--- config.mk ---
export PLATFORM = sky130hd
export DESIGN_NAME = card_status_change_irq
export DESIGN_NICKNAME = d
export VERILOG_FILES = /design/src/verilog/csc_irq_pkg.sv /design/src/verilog/card_event_detect.sv /design/src/verilog/card_status_change_irq.sv /design/src/verilog/change_irq_router.sv
export VERILOG_INCLUDE_DIRS = /design/src /design/src/verilog
export SDC_FILE = /design/constraint.sdc
export NUM_CORES = 1
export LEC_CHECK = 0
export BUFFER_PORTS_ARGS = -buffer_cell sky130_fd_sc_hd__clkbuf_2
export CAP_MARGIN = 40
export CORE_MARGIN = 5
export CORE_UTILIZATION = 51
export DETAILED_ROUTE_END_ITERATION = 7
export GPL_TIMING_DRIVEN = 0
export MAX_ROUTING_LAYER = met4
export PLACE_DENSITY = 0.76
export SLEW_MARGIN = 20
export SYNTH_ARGS = -nofsm -noshare
export SYNTH_HDL_FRONTEND = slang
export SYNTH_SLANG_ARGS = --single-unit
--- constraint.sdc ---
create_clock -name clk -period 3.35 [get_ports clk]
set_clock_uncertainty 0.05 [all_clocks]
set_input_delay 0.335 -clock clk [delete_from_list [all_inputs] [get_ports clk]]
set_output_delay 0.335 -clock clk [all_outputs]
set_load 0.01 [all_outputs]
--- src/verilog/csc_irq_cfg.svh ---
// Offsets, field positions and reset values of the status-change interrupt block.
// Assumes inclusion by bare name from the verilog/ folder.
`ifndef CSC_IRQ_CFG_SVH
`define CSC_IRQ_CFG_SVH

`define CSC_ADDR_W 12
`define CSC_FLAGS_OFS 12'h804
`define CSC_CONFIG_OFS 12'h805
`define CSC_FLAGS_RST 8'h00
`define CSC_LATCH_RST 4'h0
`define CSC_CONFIG_RST 8'h00
`define CSC_RSVD_ZERO 4'h0
`define CSC_READ_NONE 8'h00

`define CSC_BIT_DETECT 3
`define CSC_BIT_READY 2
`define CSC_BIT_BATLOW 1
`define CSC_BIT_BATDEAD 0
`define CSC_SRC_MSB 3
`define CSC_ROUTE_MSB 7
`define CSC_ROUTE_LSB 4

`define CSC_ROUTE_NONE 4'h0
`define CSC_ROUTE_IRQ1 4'h1
`define CSC_ROUTE_SMI 4'h2

`define CSC_EV_DETECT_A 0
`define CSC_EV_DETECT_B 1
`define CSC_EV_READY 2
`define CSC_EV_BATLOW 3
`define CSC_EV_STATUS 4
`define CSC_EV_COUNT 5

`define CSC_ISA_LINES 16

`endif

--- src/verilog/csc_irq_pkg.sv ---
// Types shared by the status-change interrupt block.
// Assumes nothing of its surroundings.
package csc_irq_pkg;

  typedef enum logic [1:0] {
    ROUTE_OFF,
    ROUTE_ISA,
    ROUTE_SMI,
    ROUTE_HOST
  } route_kind_t;

endpackage
--- src/verilog/card_event_detect.sv ---
// Edge and change detector for the socket's event pins, one lane per pin.
// Assumes pins already synchronous to clk.
`timescale 1ns/100ps
`include "csc_irq_cfg.svh"

module card_event_detect #(
  parameter int N = `CSC_EV_COUNT
) (
  input wire logic clk,
  input wire logic nrst,
  input wire logic [N-1:0] level,
  output logic [N-1:0] rise,
  output logic [N-1:0] change
);

  if (N < 1)
  begin : gCheck
    $error("card_event_detect needs at least one lane");
  end

  // Pins are sampled after reset release, so a card already present
  // does not look like a fresh change.
  logic primed_r;

  always_ff @(posedge clk or negedge nrst)
  begin
    if (!nrst)
      primed_r <= 1'b0;
    else
      primed_r <= 1'b1;
  end

  for (genvar i = 0; i < N; i++)
  begin : gLane
    logic prev_r;
    always_ff @(posedge clk or negedge nrst)
    begin
      if (!nrst)
        prev_r <= 1'b0;
      else
        prev_r <= level[i];
    end
    assign rise[i] = primed_r & level[i] & ~prev_r;
    assign change[i] = primed_r & (level[i] ^ prev_r);
  end

endmodule

--- src/verilog/card_status_change_irq.sv ---
// Status-change flags and interrupt configuration for one 16-bit card socket.
// Assumes a byte register port with one-cycle read and write strobes, and
// loose mode bits held stable by the surrounding socket registers.
`timescale 1ns/100ps
`include "csc_irq_cfg.svh"

////////////////////////////////////////////////////////////////////////////////
// Function
// - A masked source reads zero in the status-change register.
// - An unmasked active source sets its flag and interrupts the host.
// - Flags clear on read or on write of one, per clear-mode input.
// - Status-change bits seven to four always read zero.
// - Bit three sets on any card-detect level change.
// - Memory card: bit two sets on READY rising edge.
// - I/O card: bits two and one held at zero.
// - Memory card: bit one sets on battery-low warning.
// - Memory card: bit zero follows the status-changed signal level.
// - I/O card with ring enabled: bit zero follows ring indicate.
// - Route field selects none, IRQ1, SMI or IRQn.
// - Field zero with diagnostic bit routes to host bus always.
// - Field zero without diagnostic bit: host bus only if enabled.
// - Config bit three gates card-detect change interrupts.
// - Config bit two gates READY rising interrupts, default off.
// - Config bit one gates battery-warning interrupts, default off.
// - Config bit zero gates battery-dead or status-changed interrupts.
// - Route enable sends interrupts to host bus, else field routes.
// - Card kind selects memory or I/O meaning of flags.
// - Ring enable turns the shared pin into ring indicate on an I/O card; a memory card ignores it.
module card_status_change_irq #(
  parameter int IRQ_LINES = `CSC_ISA_LINES
) (
  input wire logic clk,
  input wire logic nrst,
  input wire logic [`CSC_ADDR_W-1:0] regAddr,
  input wire logic regWrite,
  input wire logic regRead,
  input wire logic [7:0] regWdata,
  output logic [7:0] regRdata,
  output logic regRdValid,
  input wire logic clearModeWrite1,
  input wire logic changeToHostBusRoute,
  input wire logic diagChangeRouteBit,
  input wire logic cardKindSel,
  input wire logic ringFunctionEnable,
  input wire logic cardDetectA,
  input wire logic cardDetectB,
  input wire logic readyIn,
  input wire logic batteryLowIn,
  input wire logic cardStatusChangedSig,
  input wire logic batteryVoltRingPin,
  output logic [IRQ_LINES-1:0] isaIrq,
  output logic smiReq,
  output logic hostBusIrq
);

  if (IRQ_LINES < `CSC_ISA_LINES)
  begin : gCheck
    $error("card_status_change_irq needs sixteen ISA lines");
  end

  ////////////////////////////////////////////////////////////////////////////
  // Register decode

  logic rdFlags;
  logic wrFlags;
  logic wrConfig;

  assign rdFlags = regRead && regAddr == `CSC_FLAGS_OFS;
  assign wrFlags = regWrite && regAddr == `CSC_FLAGS_OFS;
  assign wrConfig = regWrite && regAddr == `CSC_CONFIG_OFS;

  ////////////////////////////////////////////////////////////////////////////
  // Configuration register

  logic [7:0] config_r;
  logic [`CSC_SRC_MSB:0] srcEnable;
  logic [3:0] routeSel;

  always_ff @(posedge clk or negedge nrst)
  begin
    if (!nrst)
      config_r <= `CSC_CONFIG_RST;
    else if (wrConfig)
      config_r <= regWdata;
  end

  assign srcEnable = config_r[`CSC_SRC_MSB:0];
  assign routeSel = config_r[`CSC_ROUTE_MSB:`CSC_ROUTE_LSB];

  ////////////////////////////////////////////////////////////////////////////
  // Event detection

  logic [`CSC_EV_COUNT-1:0] evLevel;
  logic [`CSC_EV_COUNT-1:0] evRise;
  logic [`CSC_EV_COUNT-1:0] evChange;

  assign evLevel[`CSC_EV_DETECT_A] = cardDetectA;
  assign evLevel[`CSC_EV_DETECT_B] = cardDetectB;
  assign evLevel[`CSC_EV_READY] = readyIn;
  assign evLevel[`CSC_EV_BATLOW] = batteryLowIn;
  assign evLevel[`CSC_EV_STATUS] = cardStatusChangedSig;

  card_event_detect #(
    .N(`CSC_EV_COUNT)
  ) uDetect (
    .clk(clk),
    .nrst(nrst),
    .level(evLevel),
    .rise(evRise),
    .change(evChange)
  );

  ////////////////////////////////////////////////////////////////////////////
  // Source events

  logic ioCard;
  logic levelBit0;
  logic [`CSC_SRC_MSB:0] setEvent;
  logic [`CSC_SRC_MSB:0] keepMask;

  assign ioCard = cardKindSel;
  // battery-dead level on memory card; ring state on I/O card
  // shared pin used only with ring enabled
  assign levelBit0 = !ioCard || ringFunctionEnable;

  always_comb
  begin
    setEvent = '0;
    setEvent[`CSC_BIT_DETECT] = evChange[`CSC_EV_DETECT_A] | evChange[`CSC_EV_DETECT_B];
    // READY low to high, memory card only
    setEvent[`CSC_BIT_READY] = evRise[`CSC_EV_READY] & !ioCard;
    setEvent[`CSC_BIT_BATLOW] = evRise[`CSC_EV_BATLOW] & !ioCard;
    // I/O card without ring latches status-changed assertion
    setEvent[`CSC_BIT_BATDEAD] = evRise[`CSC_EV_STATUS] & !levelBit0;
  end

  always_comb
  begin
    keepMask = srcEnable;
    // I/O card forces ready and battery flags low
    if (ioCard)
    begin
      keepMask[`CSC_BIT_READY] = 1'b0;
      keepMask[`CSC_BIT_BATLOW] = 1'b0;
    end
    if (levelBit0)
      keepMask[`CSC_BIT_BATDEAD] = 1'b0;
  end

  ////////////////////////////////////////////////////////////////////////////
  // Latched flags

  logic [`CSC_SRC_MSB:0] latch_r;
  logic [`CSC_SRC_MSB:0] latch_nxt;
  logic [`CSC_SRC_MSB:0] clearVec;
  logic [`CSC_SRC_MSB:0] statusView;
  logic levelValue;

  always_comb
  begin
    clearVec = '0;
    if (rdFlags && !clearModeWrite1)
      clearVec = '1;
    else if (wrFlags && clearModeWrite1)
      clearVec = regWdata[`CSC_SRC_MSB:0];
  end

  // new events set; set wins over a same-cycle clear
  assign latch_nxt = ((latch_r & ~clearVec) | setEvent) & keepMask;

  always_ff @(posedge clk or negedge nrst)
  begin
    if (!nrst)
      latch_r <= `CSC_LATCH_RST;
    else
      latch_r <= latch_nxt;
  end

  assign levelValue = ioCard ? batteryVoltRingPin : cardStatusChangedSig;

  always_comb
  begin
    statusView = latch_r & keepMask;
    if (levelBit0)
      statusView[`CSC_BIT_BATDEAD] = levelValue & srcEnable[`CSC_BIT_BATDEAD];
  end

  ////////////////////////////////////////////////////////////////////////////
  // Read port

  always_ff @(posedge clk or negedge nrst)
  begin
    if (!nrst)
      regRdata <= `CSC_READ_NONE;
    else if (regRead)
    begin
      case (regAddr)
        `CSC_FLAGS_OFS: regRdata <= {`CSC_RSVD_ZERO, statusView};
        `CSC_CONFIG_OFS: regRdata <= config_r;
        default: regRdata <= `CSC_READ_NONE;
      endcase
    end
  end

  always_ff @(posedge clk or negedge nrst)
  begin
    if (!nrst)
      regRdValid <= 1'b0;
    else
      regRdValid <= regRead;
  end

  ////////////////////////////////////////////////////////////////////////////
  // Interrupt routing

  logic pending;

  // any shown flag keeps the request up
  assign pending = |statusView;

  change_irq_router #(
    .IRQ_LINES(IRQ_LINES)
  ) uRouter (
    .clk(clk),
    .nrst(nrst),
    .pending(pending),
    .routeSel(routeSel),
    .hostRoute(changeToHostBusRoute),
    .diagBit(diagChangeRouteBit),
    .isaIrq(isaIrq),
    .smiReq(smiReq),
    .hostBusIrq(hostBusIrq)
  );

  ////////////////////////////////////////////////////////////////////////////
  // Checks

  masked_reads_zero_a: assert property (@(posedge clk) disable iff (!nrst)
    (rdFlags && !config_r[`CSC_BIT_DETECT]) |=> regRdata[`CSC_BIT_DETECT] == 1'b0)
    else $error("masked detect flag read as one");

  detect_flag_set_a: assert property (@(posedge clk) disable iff (!nrst)
    (evChange[`CSC_EV_DETECT_B] && srcEnable[`CSC_BIT_DETECT] && !wrConfig)
    |=> latch_r[`CSC_BIT_DETECT])
    else $error("detect change not latched");

  ready_flag_set_a: assert property (@(posedge clk) disable iff (!nrst)
    ($rose(readyIn) && !ioCard && srcEnable[`CSC_BIT_READY] && !wrConfig
    && $past(nrst)) |=> latch_r[`CSC_BIT_READY])
    else $error("ready rise not latched");

  io_flags_zero_a: assert property (@(posedge clk) disable iff (!nrst)
    (rdFlags && ioCard) |=> regRdata[`CSC_BIT_READY:`CSC_BIT_BATLOW] == 2'b00)
    else $error("I/O card shows ready or battery flag");

  reserved_bits_zero_a: assert property (@(posedge clk) disable iff (!nrst)
    rdFlags |=> regRdValid && regRdata[7:4] == `CSC_RSVD_ZERO)
    else $error("reserved status bits not zero");

  read_clear_a: assert property (@(posedge clk) disable iff (!nrst)
    (rdFlags && !clearModeWrite1 && setEvent == '0) |=> latch_r == '0)
    else $error("read did not clear flags");

  write_clear_a: assert property (@(posedge clk) disable iff (!nrst)
    (wrFlags && clearModeWrite1 && regWdata[`CSC_BIT_DETECT]
    && !setEvent[`CSC_BIT_DETECT]) |=> !latch_r[`CSC_BIT_DETECT])
    else $error("write of one did not clear detect flag");

  dead_level_read_a: assert property (@(posedge clk) disable iff (!nrst)
    (rdFlags && !ioCard && srcEnable[`CSC_BIT_BATDEAD])
    |=> regRdata[`CSC_BIT_BATDEAD] == $past(cardStatusChangedSig))
    else $error("bit zero does not follow status-changed level");

  host_route_a: assert property (@(posedge clk) disable iff (!nrst)
    (pending && changeToHostBusRoute) |=> hostBusIrq && isaIrq == '0)
    else $error("route enable did not reach host bus");

  diag_route_a: assert property (@(posedge clk) disable iff (!nrst)
    (pending && routeSel == `CSC_ROUTE_NONE && diagChangeRouteBit) |=> hostBusIrq)
    else $error("diagnostic bit did not route to host bus");

  smi_route_a: assert property (@(posedge clk) disable iff (!nrst)
    (pending && !changeToHostBusRoute && routeSel == `CSC_ROUTE_SMI)
    |=> smiReq && !hostBusIrq && isaIrq == '0)
    else $error("SMI select not honoured");

  irq_release_a: assert property (@(posedge clk) disable iff (!nrst)
    !pending |=> !hostBusIrq && !smiReq && isaIrq == '0)
    else $error("interrupt held with no flag set");

endmodule

--- src/verilog/change_irq_router.sv ---
// Steers the pending status-change request to ISA lines, SMI or host bus.
// Assumes pending is already masked; outputs are registered levels.
`timescale 1ns/100ps
`include "csc_irq_cfg.svh"

module change_irq_router #(
  parameter int IRQ_LINES = `CSC_ISA_LINES
) (
  input wire logic clk,
  input wire logic nrst,
  input wire logic pending,
  input wire logic [3:0] routeSel,
  input wire logic hostRoute,
  input wire logic diagBit,
  output logic [IRQ_LINES-1:0] isaIrq,
  output logic smiReq,
  output logic hostBusIrq
);

  if (IRQ_LINES < `CSC_ISA_LINES)
  begin : gCheck
    $error("change_irq_router needs sixteen ISA lines");
  end

  csc_irq_pkg::route_kind_t kind;
  logic [IRQ_LINES-1:0] oneHot;

  always_comb
  begin
    kind = csc_irq_pkg::ROUTE_OFF;
    if (hostRoute)
      kind = csc_irq_pkg::ROUTE_HOST;
    else if (routeSel == `CSC_ROUTE_NONE)
    begin
      if (diagBit)
        kind = csc_irq_pkg::ROUTE_HOST;
      else
        kind = csc_irq_pkg::ROUTE_OFF;
    end
    else if (routeSel == `CSC_ROUTE_SMI)
      kind = csc_irq_pkg::ROUTE_SMI;
    else
      kind = csc_irq_pkg::ROUTE_ISA;
  end

  assign oneHot = {{(IRQ_LINES-1){1'b0}}, 1'b1} << routeSel;

  always_ff @(posedge clk or negedge nrst)
  begin
    if (!nrst)
    begin
      isaIrq <= '0;
      smiReq <= 1'b0;
      hostBusIrq <= 1'b0;
    end
    else
    begin
      isaIrq <= (pending && kind == csc_irq_pkg::ROUTE_ISA) ? oneHot : '0;
      smiReq <= pending && kind == csc_irq_pkg::ROUTE_SMI;
      hostBusIrq <= pending && kind == csc_irq_pkg::ROUTE_HOST;
    end
  end

endmodule

* Word level (Yosys, flattened, before mapping)
Cells that the tools add are included.
** Storage, ports and cells
- Register bits after elaboration :: 45
- Latch bits :: 0
- RAM bits :: 0
- Memory bits (read-only) :: 0
- Input bits :: 35
- Memories :: 0
** Cells by class
- $add $sub $neg :: 0
- Multipliers :: 0
- Divide/modulo/power cells :: 0
- Magnitude comparators :: 0
- Equal/unequal tests :: 6
- Shift-type cells :: 1
- Multiplexer cells :: 12
- Bitwise gates (word level) :: 23
- Reductions and logical operators :: 14
** Operator list (number)
- 12-bit == test, second input constant :: 2
- 16-bit 2-to-1 mux :: 1
- 8-bit one-hot mux with 2 select lines :: 1
- 1-bit by 4-bit << shifter with 16-bit output, first input constant :: 1
- 1-bit bitwise AND :: 12
- 4-bit bitwise AND :: 3
- 2-bit 2-to-1 mux :: 5
- 1-bit logical AND :: 8
- 4-bit 2-to-1 mux :: 2
- 2-bit == test, second input constant :: 2
- 4-bit by 2-bit == test with 1-bit output, second input constant :: 1
- 4-bit zero test :: 1
- 4-bit NOT :: 1
- 4-bit OR :: 1
- 4-bit OR reduction :: 1
- 1-bit zero test :: 3
- 1-bit 2-to-1 mux :: 3
- 1-bit NOT :: 3
- 2-bit by 1-bit == test with 1-bit output, second input constant :: 1
- 1-bit XOR :: 2
- 1-bit logical OR :: 1
- 1-bit OR :: 1

* Longest topological paths before layout
- Word-level depth :: 9
- Mapped depth :: 5
- Gate-level depth less buffers :: 3

* Hierarchy
A second synthesis with hierarchy kept.
** Unflattened totals
- Cell total of the unflattened synthesis :: 162
- Area total of the unflattened synthesis :: 1958.1 um^2
** Modules (own cells, without submodules)
- card_status_change_irq :: instances 1, cells an instance 92, area an instance 1017.2 um^2
- change_irq_router :: instances 1, cells an instance 47, area an instance 669.4 um^2
- card_event_detect :: instances 1, cells an instance 23, area an instance 271.5 um^2

* Worst setup path before layout
Ideal clock, no wire load.
- Path type :: input port to flip-flop
- Start point :: in regAddr[1]
- End point :: reg config_r[0]
- Setup time :: 125 ps
- Data arrival time :: 1838 ps
- Required time :: 3175 ps
- Slack :: 1337 ps
- Stages :: 4
- Buffers on the path :: 1
- Cells stage by stage :: or4b_4 -> or4_4 -> buf_6 -> mux2_4
** On the way
- Longest elaborated chain between the ends :: 2
** RTL lines
- from (decl) :: RTL line card_status_change_irq.sv:34 : input wire logic [`CSC_ADDR_W-1:0] regAddr,
- 12-bit == test
- 1-bit logical AND (no source line)
- to (signal assigned) :: RTL line card_status_change_irq.sv:82 : config_r <= `CSC_CONFIG_RST;
- to (signal assigned) :: RTL line card_status_change_irq.sv:84 : config_r <= regWdata;
- to (decl) :: RTL line card_status_change_irq.sv:75 : logic [7:0] config_r;
No other way between the ends.
A chain may end at the register's enable or synchronous reset.

* Worst setup path after layout
- Start point :: reg config_r[1]
- End point :: reg uRouter.isaIrq[6]
** On the way
- Longest elaborated chain between the ends :: 5
** RTL lines
- 2-bit 2-to-1 mux :: RTL line card_status_change_irq.sv:141 : if (ioCard)
- 4-bit bitwise AND :: RTL line card_status_change_irq.sv:183 : statusView = latch_r & keepMask;
- 4-bit OR reduction :: RTL line card_status_change_irq.sv:219 : assign pending = |statusView;
- 1-bit logical AND :: RTL line change_irq_router.sv:58 : isaIrq <= (pending && kind == csc_irq_pkg::ROUTE_ISA) ? oneHot : '0;
- 16-bit 2-to-1 mux :: RTL line change_irq_router.sv:58
- to (signal assigned) :: RTL line change_irq_router.sv:58
- to (decl) :: RTL line change_irq_router.sv:15 : output logic [IRQ_LINES-1:0] isaIrq,
No other way between the ends.

==> impl_metrics.py <==
metrics = {
    "clock_network": {
        "cts-root-to-sink-buffers": 2,
        "clock_insertion_delay_worst_skew_ns": 0.30,
        "cts_sinks": 45,
        "post-cts-setup-buffer-count": 0,
        "cts_tree": "built",
        "cts_max_level": 2,
        "cts_inserted_buffers": 5,
        "clk_pin_slew_ns": 0.08,
        "root_cell_of_the_clock_tree": "sky130_fd_sc_hd__clkbuf_8",
    },
    "power_and_ir_drop": {
        "total_leakage_power_nw": 1.17,
        "ir_drop_v": 0.000272,
        "power_density_nw_per_um2": 391,
    },
    "placed_design": {
        "placement.io_buffers": 60,
        "gp_routability_congestion": 0.872,
        "post_detailed_placement_half_perimeter_wirelength_mm": 2.94,
    },
    "sta": {
        "fin_crit_sh_pct": 64.1,
        "timing.final.crit_period_ns": 2.15,
        "finalSetupViolations": 0,
        "timing.slew.headroom_pct": 33.7,
        "grt_setup_unrepaired": "no",
        "hold_ws_ns": 0.105,
        "tightest_slew_ns": 0.994,
        "timing_hold_violations_final": 0,
        "clock.fmax_mhz": 466,
        "slew_violations": 0,
        "setup_tns_ns": 0,
    },
    "synthesis": {
        "post-synth-top-count-cell": "sky130_fd_sc_hd__dfrtp_1",
        "ys.warnings.count": 0,
        "synth_cell_type_count": 34,
        "yosysTopAreaCellShare_pct": 59.4,
        "synth_top_area_cell": "sky130_fd_sc_hd__dfrtp_1",
        "synth-seq-area-share_pct": 59.4,
        "synth-edff-count": 0,
        "synth_area_per_cell_um2": 11.6,
        "postSynthRegisterBits": 45,
        "synth_cells": 163,
        "synthTopCellsByCount": "45 x sky130_fd_sc_hd__dfrtp_1, 22 x sky130_fd_sc_hd__a21oi_1, 14 x sky130_fd_sc_hd__nand2_1",
        "mappedNetlistArea_um2": 1890,
        "largest_cells_by_area_after_synthesis": "sky130_fd_sc_hd__dfrtp_1 59%, sky130_fd_sc_hd__mux2_4 6.3%, sky130_fd_sc_hd__a21oi_1 5.8%",
        "asyncSetResetFlopFracSynth_pct": 100,
        "synth_ff_type": "sky130_fd_sc_hd__dfrtp_1",
    },
    "setup_path": {
        "worst-path-buf-inv": 1,
        "worst_path_largest_cell_delay_ns": 0.88,
        "timing.critical_path.cells": "nor2b_1 > a222oi_1 > clkbuf_1 > a21oi_1",
        "path_class": "flop to flop",
        "timing.critical_path.required_ns": 3.46,
        "cp_slowest_cell": "sky130_fd_sc_hd__a222oi_1",
        "reg2reg_setup_slack_ns": 1.20,
        "critical_path_end_type": "flop",
        "timing.critical_path.fanout_max": 10,
        "cpLargestDelayFamily": "compound AO/OA/AOI/OAI gates",
        "critPathArrivalTime_ns": 2.26,
        "crit_start_category": "flop",
    },
    "layout": {
        "drive_above_1_share_pct": 34.6,
        "area_growth_pct": 25.2,
        "fillers": 306,
        "antenna_cells_inserted": 0,
        "layout.nets": 268,
    },
    "routing": {
        "total_wire_length_after_detailed_routing_mm": 3.81,
        "detailedRoute.firstIterationViolations": 140,
        "dr_total_vias": 1470,
        "drc_errors": 0,
        "routed_via_density": 5.21,
        "avgRoutedWirePerCell_um": 13.5,
        "ant_nets": 0,
        "dr.pass1.iters": 4,
    },
    "floorplan": {
        "placement_rows": 22,
        "design.core.area_um2": 3630,
        "total_die_area_um2": 5030,
        "die-width_um": 70.9,
        "dieHeight_um": 70.9,
        "floorplan.io_pins": 62,
        "initial_utilization_pct": 52.1,
    },
    "hold_path": {
        "worstHoldPathType": "input port to flop",
    },
    "global_route": {
        "grt_pass1_wl_mm": 6.69,
        "antenna_found_initial": 0,
        "grt.overflow.total": 0,
        "grt_max_degree": 27,
        "vias_in_the_first_global_route": 1479,
        "globalRouteTotalUtil_pct": 17.5,
    },
    "flow_run": {
        "cap_viol_max_count": 0,
    },
    "outcome": {
        "outcome": "completed",
    },
}
-- logic make-up after synthesis --
group,Yosys count,share of synthesized area (%)
and+or+nand+nor,49,14.7
DFF,45,59.4
AOI/OAI and AO/OA,44,14.8
buffers and inverters,12,2.84
muxes,9,6.87
xor gates and xnor gates,2,0.925
other,2,0.396
-- what timing repair did --
action                     4_1_cts  5_1_grt
setup endpoints to repair        0        0
hold endpoints to repair        19        0
hold buffers                     1        0
resized for setup                0        0
-- placed cells by master, fill, tap and decap left out, types with 2 or more instances in the layout --
| cell | count |
|---|---|
| sky130_fd_sc_hd__nor3b_1 | 2 |
| sky130_fd_sc_hd__mux2_4 | 8 |
| sky130_fd_sc_hd__conb_1 | 3 |
| sky130_fd_sc_hd__nand3_1 | 12 |
| sky130_fd_sc_hd__inv_1 | 2 |
| sky130_fd_sc_hd__nor2b_1 | 6 |
| sky130_fd_sc_hd__clkbuf_2 | 60 |
| sky130_fd_sc_hd__dfrtp_1 | 45 |
| sky130_fd_sc_hd__o21ai_0 | 3 |
| sky130_fd_sc_hd__xor2_1 | 2 |
| sky130_fd_sc_hd__nand2_1 | 14 |
| sky130_fd_sc_hd__a21oi_1 | 22 |
| sky130_fd_sc_hd__clkbuf_8 | 5 |
| sky130_fd_sc_hd__or3_1 | 2 |
| sky130_fd_sc_hd__nor2_1 | 2 |
| sky130_fd_sc_hd__clkinv_2 | 2 |
| sky130_fd_sc_hd__o211ai_1 | 5 |
| sky130_fd_sc_hd__o2bb2ai_1 | 7 |
| sky130_fd_sc_hd__and3b_1 | 4 |
| sky130_fd_sc_hd__o31ai_1 | 2 |
| sky130_fd_sc_hd__clkbuf_1 | 8 |
-- registers in the layout (all words and copies together), names as in the netlist --
| register | flops |
|---|---|
| regRdValid | 1 |
| uRouter.smiReq | 1 |
| uDetect.gLane.prev_r | 5 |
| uRouter.hostBusIrq | 1 |
| uRouter.isaIrq | 16 |
| config_r | 8 |
| latch_r | 4 |
| regRdata | 8 |
| uDetect.primed_r | 1 |
-- where the power goes --
part	internal, W	switching [W]
combinational	0.0000263	0.0000347
clock	0.000144	0.000170
sequential	0.000549	0.00000236
-- metal layers --
metal	GRT usage, %	up-vias	share of wire (%)
met5	-	-	0
met4	4.38	0	1.3
met3	5.26	6	7.7
met2	27.4	61	49
met1	22.4	680	42
li1	-	723	-
-- through the flow --
| step | cell area, um2 | instances | power (W) | worst slack, ns | util, % |
|---|---|---|---|---|---|
| global placement | 2260 | 272 | 0.000619 | 1.23 | 62.2 |
| global route | 2370 | 282 | 0.000968 | 0.986 | 65.3 |
| CTS | 2370 | 282 | 0.000937 | 1.23 | 65.3 |
| finish | 2370 | 282 | 0.000927 | 1.20 | 65.3 |
| floorplan | 1900 | 164 | 0.000581 | 1.34 | - |
| detailed placement | 2280 | 273 | 0.000623 | 1.18 | 62.7 |
-- final timing paths --
check | startpoint | to | cells after the start
setup / recovery | config_r[1] | uRouter.isaIrq[6] | 4
hold / removal | regRead | regRdValid | 1
setup reg to reg | config_r[1] | uRouter.isaIrq[6] | 4
hold reg to reg | regRdata[0] | regRdata[0] | 2
max in group asynchronous | nrst | config_r[0] | 3
min in group asynchronous | nrst | uRouter.isaIrq[2] | 2
-- cell type report --
type,instances,area [um2],area share [%]
well taps,48,60.1,2.53
clock buffers,6,72.6,3.06
multi-input cells,107,718,30.3
inverters,3,11.3,0.475
flip-flops and latches,45,1130,47.5
plain buffers,9,42.5,1.79
clock inverters,2,10.0,0.422
repair buffers,62,330,13.9
(Power assumes the default switching activity.)
